$ cat src/pshp_cfg.svh
// Offsets, field positions, reset values and counts of the pulse shaper.
`ifndef PSHP_CFG_SVH
`define PSHP_CFG_SVH
`define PSHP_IDX_LINE_CFG   8'hF0
`define PSHP_IDX_CTRL_STAT  8'hF1
`define PSHP_IDX_WR_ADDR    8'hF2
`define PSHP_IDX_WR_DATA    8'hF3
`define PSHP_CFG_FLOAT_BIT  7
`define PSHP_CFG_SCALE_LSB  0
`define PSHP_CFG_FLOAT_RST  1'h1
`define PSHP_CFG_SCALE_RST  5'h00
`define PSHP_CS_OVF_BIT     2
`define PSHP_CS_RSV1_BIT    1
`define PSHP_CS_RSV0_BIT    0
`define PSHP_CS_RSV1_RST    1'h0
`define PSHP_CS_RSV0_RST    1'h1
`define PSHP_WA_UI_LSB      0
`define PSHP_WA_SMP_LSB     3
`define PSHP_WA_RST         8'h00
`define PSHP_NUM_UI         5
`define PSHP_NUM_SMP        24
`define PSHP_SCALE_MAX      5'h15
`define PSHP_DAC_MAX        10'sh07F
`define PSHP_DAC_MIN        -10'sh080
`define PSHP_SAMPLE_DIV     16
`define PSHP_RESP_OKAY      2'h0
`define PSHP_RESP_SLVERR    2'h2
`endif

$ cat src/pshp_pkg.sv
// Types of the pulse shaper.
`default_nettype none
package pshp_pkg;
    typedef logic [119:0][6:0] pshp_tmpl_t;
    typedef logic signed [9:0] pshp_sum_t;

    typedef struct packed {
        logic        aw_full;
        logic [11:0] aw_addr;
        logic        w_full;
        logic [31:0] w_data;
        logic        w_lane0;
        logic        bvalid;
        logic [1:0]  bresp;
        logic        rvalid;
        logic [1:0]  rresp;
        logic [31:0] rdata;
    } pshp_bus_t;

    typedef struct packed {
        logic        float_out;
        logic [4:0]  scale;
        logic        rsv1;
        logic        rsv0;
        logic        ovf;
        logic [7:0]  waddr;
        pshp_tmpl_t  tmpl;
        logic [15:0] div_cnt;
        logic [4:0]  smp;
        logic [4:0]  hist_mark;
        logic [4:0]  hist_neg;
        logic [7:0]  dac;
    } pshp_core_t;

    typedef struct packed {
        pshp_bus_t  bus;
        pshp_core_t core;
    } pshp_state_t;
endpackage
`default_nettype wire

$ cat src/pshp_shaper.sv
// Transmit pulse shaper: template store, summing, clamp, output control.
`default_nettype none
`include "pshp_cfg.svh"
module pshp_shaper #(
    parameter int SAMPLE_DIV = `PSHP_SAMPLE_DIV
) (
    // Clock and reset.
    input  wire logic        i_ref_clk,
    input  wire logic        i_nrst,
    // Transmit interface hold from the interface configuration.
    input  wire logic        i_tx_interface_hold,
    // AXI4-Lite write channels.
    input  wire logic [11:0] i_axi_awaddr,
    input  wire logic        i_axi_awvalid,
    output logic             o_axi_awready,
    input  wire logic [31:0] i_axi_wdata,
    input  wire logic [3:0]  i_axi_wstrb,
    input  wire logic        i_axi_wvalid,
    output logic             o_axi_wready,
    output logic [1:0]       o_axi_bresp,
    output logic             o_axi_bvalid,
    input  wire logic        i_axi_bready,
    // AXI4-Lite read channels.
    input  wire logic [11:0] i_axi_araddr,
    input  wire logic        i_axi_arvalid,
    output logic             o_axi_arready,
    output logic [31:0]      o_axi_rdata,
    output logic [1:0]       o_axi_rresp,
    output logic             o_axi_rvalid,
    input  wire logic        i_axi_rready,
    // Bit stream to be shaped.
    input  wire logic        i_tx_mark,
    input  wire logic        i_tx_neg,
    output logic             o_tx_take,
    // Converter and line driver.
    output logic [7:0]       o_dac_code,
    output logic [4:0]       o_dac_scale,
    output logic             o_line_out_pos,
    output logic             o_line_out_pos_oe,
    output logic             o_line_out_neg,
    output logic             o_line_out_neg_oe
);
    localparam logic [11:0] A_CFG = {2'h0, `PSHP_IDX_LINE_CFG, 2'h0};
    localparam logic [11:0] A_CS  = {2'h0, `PSHP_IDX_CTRL_STAT, 2'h0};
    localparam logic [11:0] A_WA  = {2'h0, `PSHP_IDX_WR_ADDR, 2'h0};
    localparam logic [11:0] A_WD  = {2'h0, `PSHP_IDX_WR_DATA, 2'h0};
    localparam logic [15:0] DIV_LAST = 16'(SAMPLE_DIV - 1);
    localparam logic [4:0]  SMP_LAST = 5'(`PSHP_NUM_SMP - 1);
    localparam logic [2:0]  UI_NUM   = 3'(`PSHP_NUM_UI);
    localparam logic [4:0]  SMP_NUM  = 5'(`PSHP_NUM_SMP);

    localparam pshp_pkg::pshp_core_t CORE_RST = '{
        float_out: `PSHP_CFG_FLOAT_RST,
        scale:     `PSHP_CFG_SCALE_RST,
        rsv1:      `PSHP_CS_RSV1_RST,
        rsv0:      `PSHP_CS_RSV0_RST,
        waddr:     `PSHP_WA_RST,
        default:   '0
    };

    pshp_pkg::pshp_state_t q;
    pshp_pkg::pshp_state_t n;
    pshp_pkg::pshp_sum_t   sum;
    logic                  smp_en;
    logic                  wr_go;
    logic                  rd_go;
    logic                  rd_cs;
    logic                  ovf_evt;
    logic                  drive;
    logic [4:0]            eff_scale;

    // Signed sum of one sample position over the five intervals.
    function automatic pshp_pkg::pshp_sum_t shape_sum(
        input pshp_pkg::pshp_core_t c
    );
        pshp_pkg::pshp_sum_t acc;
        pshp_pkg::pshp_sum_t tc;
        logic [6:0]          v;
        logic [6:0]          idx;
        acc = '0;
        for (int k = 0; k < `PSHP_NUM_UI; k++) begin
            idx = 7'(k * `PSHP_NUM_SMP) + {2'h0, c.smp};
            v   = c.tmpl[idx];
            tc  = v[6] ? -$signed({4'h0, v[5:0]})
                       : $signed({4'h0, v[5:0]});
            if (c.hist_mark[k]) begin
                acc = c.hist_neg[k] ? acc - tc : acc + tc;
            end
        end
        return acc;
    endfunction

    function automatic logic [31:0] read_mux(
        input logic [11:0] a,
        input pshp_pkg::pshp_core_t c
    );
        logic [31:0] d;
        d = '0;
        case (a)
            A_CFG: begin
                d[`PSHP_CFG_FLOAT_BIT] = c.float_out;
                d[`PSHP_CFG_SCALE_LSB +: 5] = c.scale;
            end
            A_CS: begin
                d[`PSHP_CS_OVF_BIT]  = c.ovf;
                d[`PSHP_CS_RSV1_BIT] = c.rsv1;
                d[`PSHP_CS_RSV0_BIT] = c.rsv0;
            end
            A_WA:    d[7:0] = c.waddr;
            default: d = '0;
        endcase
        return d;
    endfunction

    function automatic logic mapped(input logic [11:0] a);
        return (a == A_CFG) || (a == A_CS) || (a == A_WA) || (a == A_WD);
    endfunction

    assign o_axi_awready = !q.bus.aw_full && !q.bus.bvalid;
    assign o_axi_wready  = !q.bus.w_full && !q.bus.bvalid;
    assign o_axi_arready = !q.bus.rvalid;
    assign o_axi_bvalid  = q.bus.bvalid;
    assign o_axi_bresp   = q.bus.bresp;
    assign o_axi_rvalid  = q.bus.rvalid;
    assign o_axi_rresp   = q.bus.rresp;
    assign o_axi_rdata   = q.bus.rdata;

    assign smp_en    = (q.core.div_cnt == DIV_LAST);
    assign o_tx_take = smp_en && (q.core.smp == SMP_LAST) &&
                       !i_tx_interface_hold;
    assign eff_scale = (q.core.scale > `PSHP_SCALE_MAX) ? `PSHP_SCALE_MAX
                                                       : q.core.scale;
    assign drive     = !q.core.float_out && (q.core.scale != 5'h00);
    assign o_dac_scale       = drive ? eff_scale : 5'h00;
    assign o_dac_code        = q.core.dac;
    assign o_line_out_pos    = drive && !q.core.dac[7] && (q.core.dac != 8'h00);
    assign o_line_out_neg    = drive && q.core.dac[7];
    assign o_line_out_pos_oe = drive;
    assign o_line_out_neg_oe = drive;

    assign sum     = shape_sum(q.core);
    assign ovf_evt = smp_en && ((sum > `PSHP_DAC_MAX) ||
                                (sum < `PSHP_DAC_MIN));
    assign wr_go   = q.bus.aw_full && q.bus.w_full && !q.bus.bvalid;
    assign rd_go   = i_axi_arvalid && !q.bus.rvalid;
    assign rd_cs   = rd_go && (i_axi_araddr == A_CS);

    always_comb begin
        n = q;
        if (o_axi_awready && i_axi_awvalid) begin
            n.bus.aw_full = 1'b1;
            n.bus.aw_addr = i_axi_awaddr;
        end
        if (o_axi_wready && i_axi_wvalid) begin
            n.bus.w_full  = 1'b1;
            n.bus.w_data  = i_axi_wdata;
            n.bus.w_lane0 = i_axi_wstrb[0];
        end
        if (q.bus.bvalid && i_axi_bready) begin
            n.bus.bvalid = 1'b0;
        end
        if (wr_go) begin
            n.bus.aw_full = 1'b0;
            n.bus.w_full  = 1'b0;
            n.bus.bvalid  = 1'b1;
            n.bus.bresp   = mapped(q.bus.aw_addr) ? `PSHP_RESP_OKAY
                                                  : `PSHP_RESP_SLVERR;
        end
        if (q.bus.rvalid && i_axi_rready) begin
            n.bus.rvalid = 1'b0;
        end
        if (rd_go) begin
            n.bus.rvalid = 1'b1;
            n.bus.rdata  = read_mux(i_axi_araddr, q.core);
            n.bus.rresp  = mapped(i_axi_araddr) ? `PSHP_RESP_OKAY
                                                : `PSHP_RESP_SLVERR;
        end
        if (i_tx_interface_hold) begin
            n.core = CORE_RST;
        end else begin
            if (wr_go && q.bus.w_lane0) begin
                case (q.bus.aw_addr)
                    A_CFG: begin
                        n.core.float_out = q.bus.w_data[`PSHP_CFG_FLOAT_BIT];
                        n.core.scale = q.bus.w_data[`PSHP_CFG_SCALE_LSB +: 5];
                    end
                    A_CS: begin
                        n.core.rsv1 = q.bus.w_data[`PSHP_CS_RSV1_BIT];
                        n.core.rsv0 = q.bus.w_data[`PSHP_CS_RSV0_BIT];
                    end
                    A_WA: n.core.waddr = q.bus.w_data[7:0];
                    A_WD: begin
                        // Undefined selector codes leave the store alone.
                        if (q.core.waddr[`PSHP_WA_UI_LSB +: 3] < UI_NUM &&
                            q.core.waddr[`PSHP_WA_SMP_LSB +: 5] < SMP_NUM)
                        begin
                            n.core.tmpl[7'(q.core.waddr[2:0] *
                                           `PSHP_NUM_SMP) +
                                        {2'h0, q.core.waddr[7:3]}] =
                                q.bus.w_data[6:0];
                        end
                    end
                    default: n.core.ovf = q.core.ovf;
                endcase
            end
            n.core.div_cnt = smp_en ? 16'h0000 : q.core.div_cnt + 16'h0001;
            if (smp_en) begin
                if (sum > `PSHP_DAC_MAX) begin
                    n.core.dac = 8'(`PSHP_DAC_MAX);
                end else if (sum < `PSHP_DAC_MIN) begin
                    n.core.dac = 8'(`PSHP_DAC_MIN);
                end else begin
                    n.core.dac = sum[7:0];
                end
                if (q.core.smp == SMP_LAST) begin
                    n.core.smp = 5'h00;
                    n.core.hist_mark = {q.core.hist_mark[3:0], i_tx_mark};
                    n.core.hist_neg  = {q.core.hist_neg[3:0], i_tx_neg};
                end else begin
                    n.core.smp = q.core.smp + 5'h01;
                end
            end
            if (rd_cs) begin
                n.core.ovf = 1'b0;
            end
            if (ovf_evt) begin
                n.core.ovf = 1'b1;
            end
        end
    end

    always_ff @(posedge i_ref_clk or negedge i_nrst) begin
        if (!i_nrst) begin
            q.bus  <= '0;
            q.core <= CORE_RST;
        end else begin
            q <= n;
        end
    end

    logic [6:0] wr_idx;
    assign wr_idx = 7'(q.core.waddr[2:0] * `PSHP_NUM_SMP) +
                    {2'h0, q.core.waddr[7:3]};
endmodule
`default_nettype wire

$ cat config.mk
export PLATFORM = sky130hd
export DESIGN_NAME = pshp_shaper
export DESIGN_NICKNAME = d
export VERILOG_FILES = /design/src/pshp_pkg.sv /design/src/pshp_shaper.sv
export VERILOG_INCLUDE_DIRS = /design/src /design/src/src
export SDC_FILE = /design/constraint.sdc
export NUM_CORES = 2
export LEC_CHECK = 0
export ABC_AREA = 1
export BUFFER_PORTS_ARGS = -buffer_cell sky130_fd_sc_hd__buf_2
export CORE_ASPECT_RATIO = 1.1
export CORE_MARGIN = 2
export CORE_UTILIZATION = 35
export CTS_CLUSTER_SIZE = 24
export DETAILED_ROUTE_END_ITERATION = 16
export PLACE_DENSITY_LB_ADDON = 0.05
export SLEW_MARGIN = 20
export SYNTH_ARGS = -nofsm -noshare
export SYNTH_HDL_FRONTEND = slang
export SYNTH_SLANG_ARGS = --single-unit
$ cat constraint.sdc
create_clock -name i_ref_clk -period 6.9 [get_ports i_ref_clk]
set_input_delay 1.38 -clock i_ref_clk [delete_from_list [all_inputs] [get_ports i_ref_clk]]
set_output_delay 1.38 -clock i_ref_clk [all_outputs]
set_load 0.01 [all_outputs]
[After elaboration in Yosys (flattened, before gate mapping)]
Index checks and enable logic that the tools add are counted.
Cells by class
  mux-type cells: 59
  add/subtract/negate cells: 21
  reduce and logical (&&, ||, !) cells: 54
  multiply operators: 1
  bitwise logic cells: 0
  shift-type cells: 0
  $lt $le $gt $ge: 12
  equality and inequality tests: 10
  div/mod/pow operators: 0
Operators with widths (count)
  $mux 840: 2
  $mux 896: 1
  $mux 857: 1
  $bwmux 840: 1
  $bmux 7 s7: 4
  $mux 10: 16
  $eq 12x10->1 const B: 8
  $neg 6->10: 5
  $demux 7 s7: 1
  $mux 7: 6
  $add 10x10->10: 4
  $sub 10x10->10: 4
  $bmux 7 s5: 1
  $mux 35: 1
  $mux 34: 1
  $lt 7x8->1 const B: 4
  $mux 8: 3
  $reduce_bool 2->1: 12
  $mux 23: 1
  $logic_and 1x1->1: 20
  $add 16x1->16 const B: 1
  $eq 16x4->1 const B: 1
  $mux 16: 1
  $mux 5: 3
  32 further kinds: 55
Storage, ports and cells
  latch bits: 0
  memories: 0
  input port bits: 70
  bits in registers: 957
  logic and storage cells: 298
  output and inout port bits: 59
  memory bits (read-only): 0
  memory bits (writable): 0

[Longest topological paths before layout]
  depth in word-level cells: 24
  depth in mapped cells: 55
  mapped depth without buffers: 53

[Worst setup path after synthesis]
No wires, ideal clock.
  kind: flip-flop to flip-flop
  start point: reg q[21] (netlist bit)
  end point: reg q[887] (netlist bit)
  cell stages (with the launch flop): 52
  arrival time: 7.304 ns
  clock period less this slack: 7.433 ns
  path buffers: 6
  library setup time: 0.129 ns
  path slack: -0.533 ns
  required time: 6.771 ns
  cells stage by stage: dfrtp_1 > inv_1 > buf_4 > buf_4 > clkbuf_1 > clkbuf_1 > ha_1 > buf_2 > nor2_1 > buf_2 > nand2_1 > nand3b_1 > nand2_2 > ha_1 > nand2_1 > nand2_1 > xor2_1 > inv_1 > [... 16 more ...] > and2_1 > nor2_1 > nand2_2 > nand2_1 > nand2_1 > nand3_1 > nand2_1 > ha_1 > a21oi_1 > nand3_1 > nand3_1 > nand2_1 > nand2_1 > inv_1 > nand2_2 > nand2_1 > nand2_1 > nand2_1
Between the ends
  cells in the longest elaborated chain, start to end: 24
  elaborated cells between the ends (all ways): 50
  classes of those cells: add/sub (18); order compare (2); mux (27); reduce/logical (3)
Ends and longest elaborated chain
  start, declared: RTL line pshp_shaper.sv:61  | pshp_pkg::pshp_state_t q;
  start signal, assigned: RTL line pshp_shaper.sv:237  | q <= n;
  $bmux 7 s5: RTL line pshp_shaper.sv:83  | v = c.tmpl[idx];
  $mux 7 (implied by the code): RTL line pshp_shaper.sv:83
  $neg 6->10: RTL line pshp_shaper.sv:84  | tc = v[6] ? -$signed({4'h0, v[5:0]})
  $mux 10: RTL line pshp_shaper.sv:84
  $sub 1x10->10: RTL line pshp_shaper.sv:87  | acc = c.hist_neg[k] ? acc - tc : acc + tc;
  $mux 10: RTL line pshp_shaper.sv:87
  $mux 10: RTL line pshp_shaper.sv:86  | if (c.hist_mark[k]) begin
  $add 10x10->10 / $sub 10x10->10 (equally long branches): RTL line pshp_shaper.sv:87
  [... 8 more ...]
  $add 10x10->10 / $sub 10x10->10 (equally long branches): RTL line pshp_shaper.sv:87
  $mux 10: RTL line pshp_shaper.sv:87
  $mux 10 (*): RTL line pshp_shaper.sv:86
  $gt 10x8->1 (no source line) / $lt 10x8->1 (equally long branches)
  $logic_or 1x1->1 (*): RTL line pshp_shaper.sv:142  | assign ovf_evt = smp_en && ((sum > `PSHP_DAC_MAX) ||
  $logic_and 1x1->1 (*): RTL line pshp_shaper.sv:142
  $mux 1: RTL line pshp_shaper.sv:226  | if (ovf_evt) begin
  $mux 896: RTL line pshp_shaper.sv:178  | if (i_tx_interface_hold) begin
Mark *: on every way between the ends. The rest lies on a longest branch, timed or not. The select of a mux whose other input is x is not followed.
A chain may end at the register's enable or synchronous reset.

[Worst setup path after layout]
  start point: reg q[18] (netlist bit)
  end point: reg q[887] (netlist bit)
The elaborated chain is that of the path after synthesis.

==> impl_metrics.env <==
export IMPL_outcome="finished, violations left"
export IMPL_violations="setup timing"
export IMPL_synth_compound_area_frac=0.191
export IMPL_total_power_mw=13.3
export IMPL_crit_slowest_cell="fa_2"
export IMPL_cellPowerDensity_nw_per_um2=227
export IMPL_grt_ovfl_total=0
export IMPL_critPathMaxFanout=8
export IMPL_path_clk_slew_ns=0.06
export IMPL_chipHeight_um=393
export IMPL_synth_mux_area_fraction=0.00509
export IMPL_die_w_um=358
export IMPL_cap_violations=0
export IMPL_yosys_warnings=0
export IMPL_ctsHoldBuffers=0
export IMPL_fin_skew_ns=0.0389
export IMPL_drtIter0Drc=4008
export IMPL_fin_tns_setup_ns=-0.277
export IMPL_grt_max_degree=171
export IMPL_crit_path_frequent_cell="nand2_2"
export IMPL_cts_sinks=931
export IMPL_yosys_register_bits=931
export IMPL_setup_viol=8
export IMPL_hold_ws_ns=0.468
export IMPL_synth_avg_cell_area_sq_um=7.85
export IMPL_setup_ws_ns=-0.0623
export IMPL_required_ns=7.50
export IMPL_fin_crit_sh=1.01
export IMPL_start_kind="register"
export IMPL_syn_to_final_growth_pct=22.0
export IMPL_grt_pass1_wl_um=285000
export IMPL_worst_slew_pin_slew_ns=1.14
export IMPL_ys_flop_type="dfrtp_1"
export IMPL_grt_pass1_vias=43300
export IMPL_drc_errors=0
export IMPL_yosys_area_share_xor_xnor=0.00938
export IMPL_finalCriticalPeriod_ns=6.96
export IMPL_cts_made_buffers=108
export IMPL_grt_usage=0.270
export IMPL_async_flop_share=1.00
export IMPL_rsz0062_at_grt="yes"
export IMPL_synth_simple_area_share=0.207
export IMPL_root_buffer="clkbuf_16"
export IMPL_power_leakage_nw=26.9
export IMPL_nNetsFinal=6640
export IMPL_placedInstanceArea_sq_um=52800
export IMPL_arrival_ns=7.57
export IMPL_drv_slew=0
export IMPL_synth_top_family_by_area="simple AND/OR/NAND/NOR gates"
export IMPL_vias=44600
export IMPL_drive_gt1_frac=0.176
export IMPL_min_path_type="register to register"
export IMPL_cpPeakStageDelay_ns=0.56
export IMPL_rows=142
export IMPL_via_per_inst=5.31
export IMPL_syn_instance_count=6131
export IMPL_synth_edf_count=0
export IMPL_crit_type="register to register"
export IMPL_postRouteAntennaNets=0
export IMPL_cts_tree="done"
export IMPL_io_buffer_count=75
export IMPL_core_area_sq_um=136000
export IMPL_start_util=0.353
export IMPL_syn_area_sq_um=48100
export IMPL_worstSetupEndpointType="register"
export IMPL_die_area_sq_um=141000
export IMPL_hpwl_um=123000
export IMPL_io_pins=129
export IMPL_max_slew_margin=0.241
export IMPL_synth_fa_ha_area_frac=0.0150
export IMPL_finish_instance_area_sq_um=58800
export IMPL_htreeDepth=3
export IMPL_routabilityCongestion=0.844
export IMPL_clk_insertion_delay_late_ns=0.75
export IMPL_clock_fmax_mhz=144
export IMPL_drtPass1Iterations=6
export IMPL_clockBufferDepth=3
export IMPL_post_drt_wl_per_cell_um=22.7
export IMPL_yosysUniqueCellTypes=66
export IMPL_wirelength_um=190000
export IMPL_hold_violations=0
export IMPL_ys_seq_area_frac=0.484
export IMPL_antenna_found_initial=4
export IMPL_vdd_ir_drop_max_v=0.000216
==> worst paths after layout <==
| kind | startpoint | end | slack, ns | cells after the start |
|---|---|---|---|---|
| hold reg to reg | q[38] | q[38] | 0.47 | 1 |
| setup reg to reg | q[18] | q[887] | -0.06 | 48 |
| min in group asynchronous | i_nrst | q[57] | 0.65 | 1 |
| setup / recovery | q[18] | q[887] | -0.06 | 48 |
| max in group asynchronous | i_nrst | q[459] | 4.67 | 2 |
| hold / removal | q[38] | q[38] | 0.47 | 1 |
==> worst max-delay path: cells and delay by family, from the launching register on <==
kind,cells,cell delay [ns]
simple gates,26,2.18
flops,1,0.50
compound gates,7,0.75
xor+xnor,1,0.14
buf+inv,9,1.18
fa+ha+maj,5,2.01
==> power breakdown <==
part / leakage (nW) / internal, mW / switching (mW)
sequential: 12.9 / 5.56 / 0.0914
combinational: 12.3 / 0.266 / 1.58
clock: 1.75 / 3.34 / 2.50
total: 26.9 / 9.16 / 4.18
==> state kept, by name (all words and copies together), names as in the netlist <==
| name | cells |
|---|---|
| o_axi_bresp | 1 |
| q | 911 |
| o_axi_rresp | 1 |
| o_axi_rvalid | 1 |
| o_axi_bvalid | 1 |
| o_axi_rdata | 8 |
| o_dac_code | 8 |
==> layout by cell type, fill, tap and decap left out, drive strengths merged, types with 19 or more instances in the layout <==
master	synthesis	routed
nand4	21	21
a21oi	231	231
dfrtp	929	929
o211ai	63	63
nand3	346	346
nor3	29	29
mux2	20	20
inv	522	523
clkinv	5	30
ha	48	48
o221ai	19	19
o22ai	227	227
nor2	465	465
conb	1	26
xor2	38	38
clkbuf	143	153
buf	228	616
o21ai	1116	1116
nand2	1580	1580
==> cells in the mapped netlist, types with 7 or more instances <==
cell type | number | area (sq um)
o221ai_1 | 19 | 166
nand4_1 | 20 | 125
xor2_1 | 36 | 315
o22ai_1 | 226 | 1410
ha_1 | 48 | 601
nand3_1 | 337 | 1690
nor3_1 | 27 | 135
buf_6 | 48 | 541
a31oi_1 | 13 | 81.3
a211oi_1 | 7 | 52.6
inv_1 | 507 | 1900
clkbuf_1 | 142 | 533
o21ai_0 | 981 | 4910
o21ai_1 | 133 | 666
buf_2 | 61 | 305
nand2_2 | 11 | 68.8
nand3_2 | 8 | 80.1
or2_2 | 7 | 43.8
dfrtp_1 | 929 | 23200
inv_2 | 14 | 52.6
xnor2_1 | 10 | 87.6
mux2_2 | 20 | 225
nand2_1 | 1569 | 5890
buf_1 | 11 | 41.3
buf_4 | 105 | 788
a21oi_1 | 229 | 1150
nor2_1 | 464 | 1740
o211ai_1 | 62 | 465
==> per-layer routing <==
| layer | global-route usage | routed length, um | vias up |
|---|---|---|---|
| met5 | 0 | 0 | - |
| met4 | 0.0768 | 5180 | 0 |
| met3 | 0.0279 | 9420 | 234 |
| met2 | 0.438 | 87700 | 1197 |
| met1 | 0.381 | 88000 | 22000 |
| li1 | - | - | 21100 |
==> cell type report <==
cell class	count	area [sq um]
Fill cell	14000	77700
Sequential cell	931	23300
Multi-Input combinational cell	4327	22200
Timing Repair Buffer	621	5410
Clock buffer	153	3130
Tap cell	1800	2250
Inverter	527	2030
Clock inverter	38	415
Antenna cell	1	2.50
==> cell families (layout without fill, tap and decap cells) <==
| kind of cell | Yosys count | after routing |
|---|---|---|
| mux | 22 | 22 |
| other cells | 1 | 27 |
| xor+xnor | 49 | 49 |
| compound gates | 1704 | 1704 |
| flops | 931 | 931 |
| fa+ha+maj | 54 | 54 |
| buf+inv | 898 | 1339 |
| simple gates | 2472 | 2472 |
==> stage by stage <==
| stage | cells | utilization | worst slack [ns] |
|---|---|---|---|
| floorplan | 6156 | - | 0.0133 |
| global placement | 8140 | 0.387 | -0.795 |
| detailed placement | 8140 | 0.387 | -0.785 |
| CTS | 8386 | 0.426 | -0.109 |
| global route | 8397 | 0.431 | -0.448 |
| finish | 8398 | 0.431 | -0.0623 |
==> repair_timing <==
item | CTS | global route
pin swaps | 129 | 78
setup endpoints to repair | 9 | 9
gates resized for setup | 252 | 147
endpoints found under the hold margin | 0 | 0
cloned | 13 | 0
setup buffers | 49 | 12
Power figures use the tool's default switching activity.
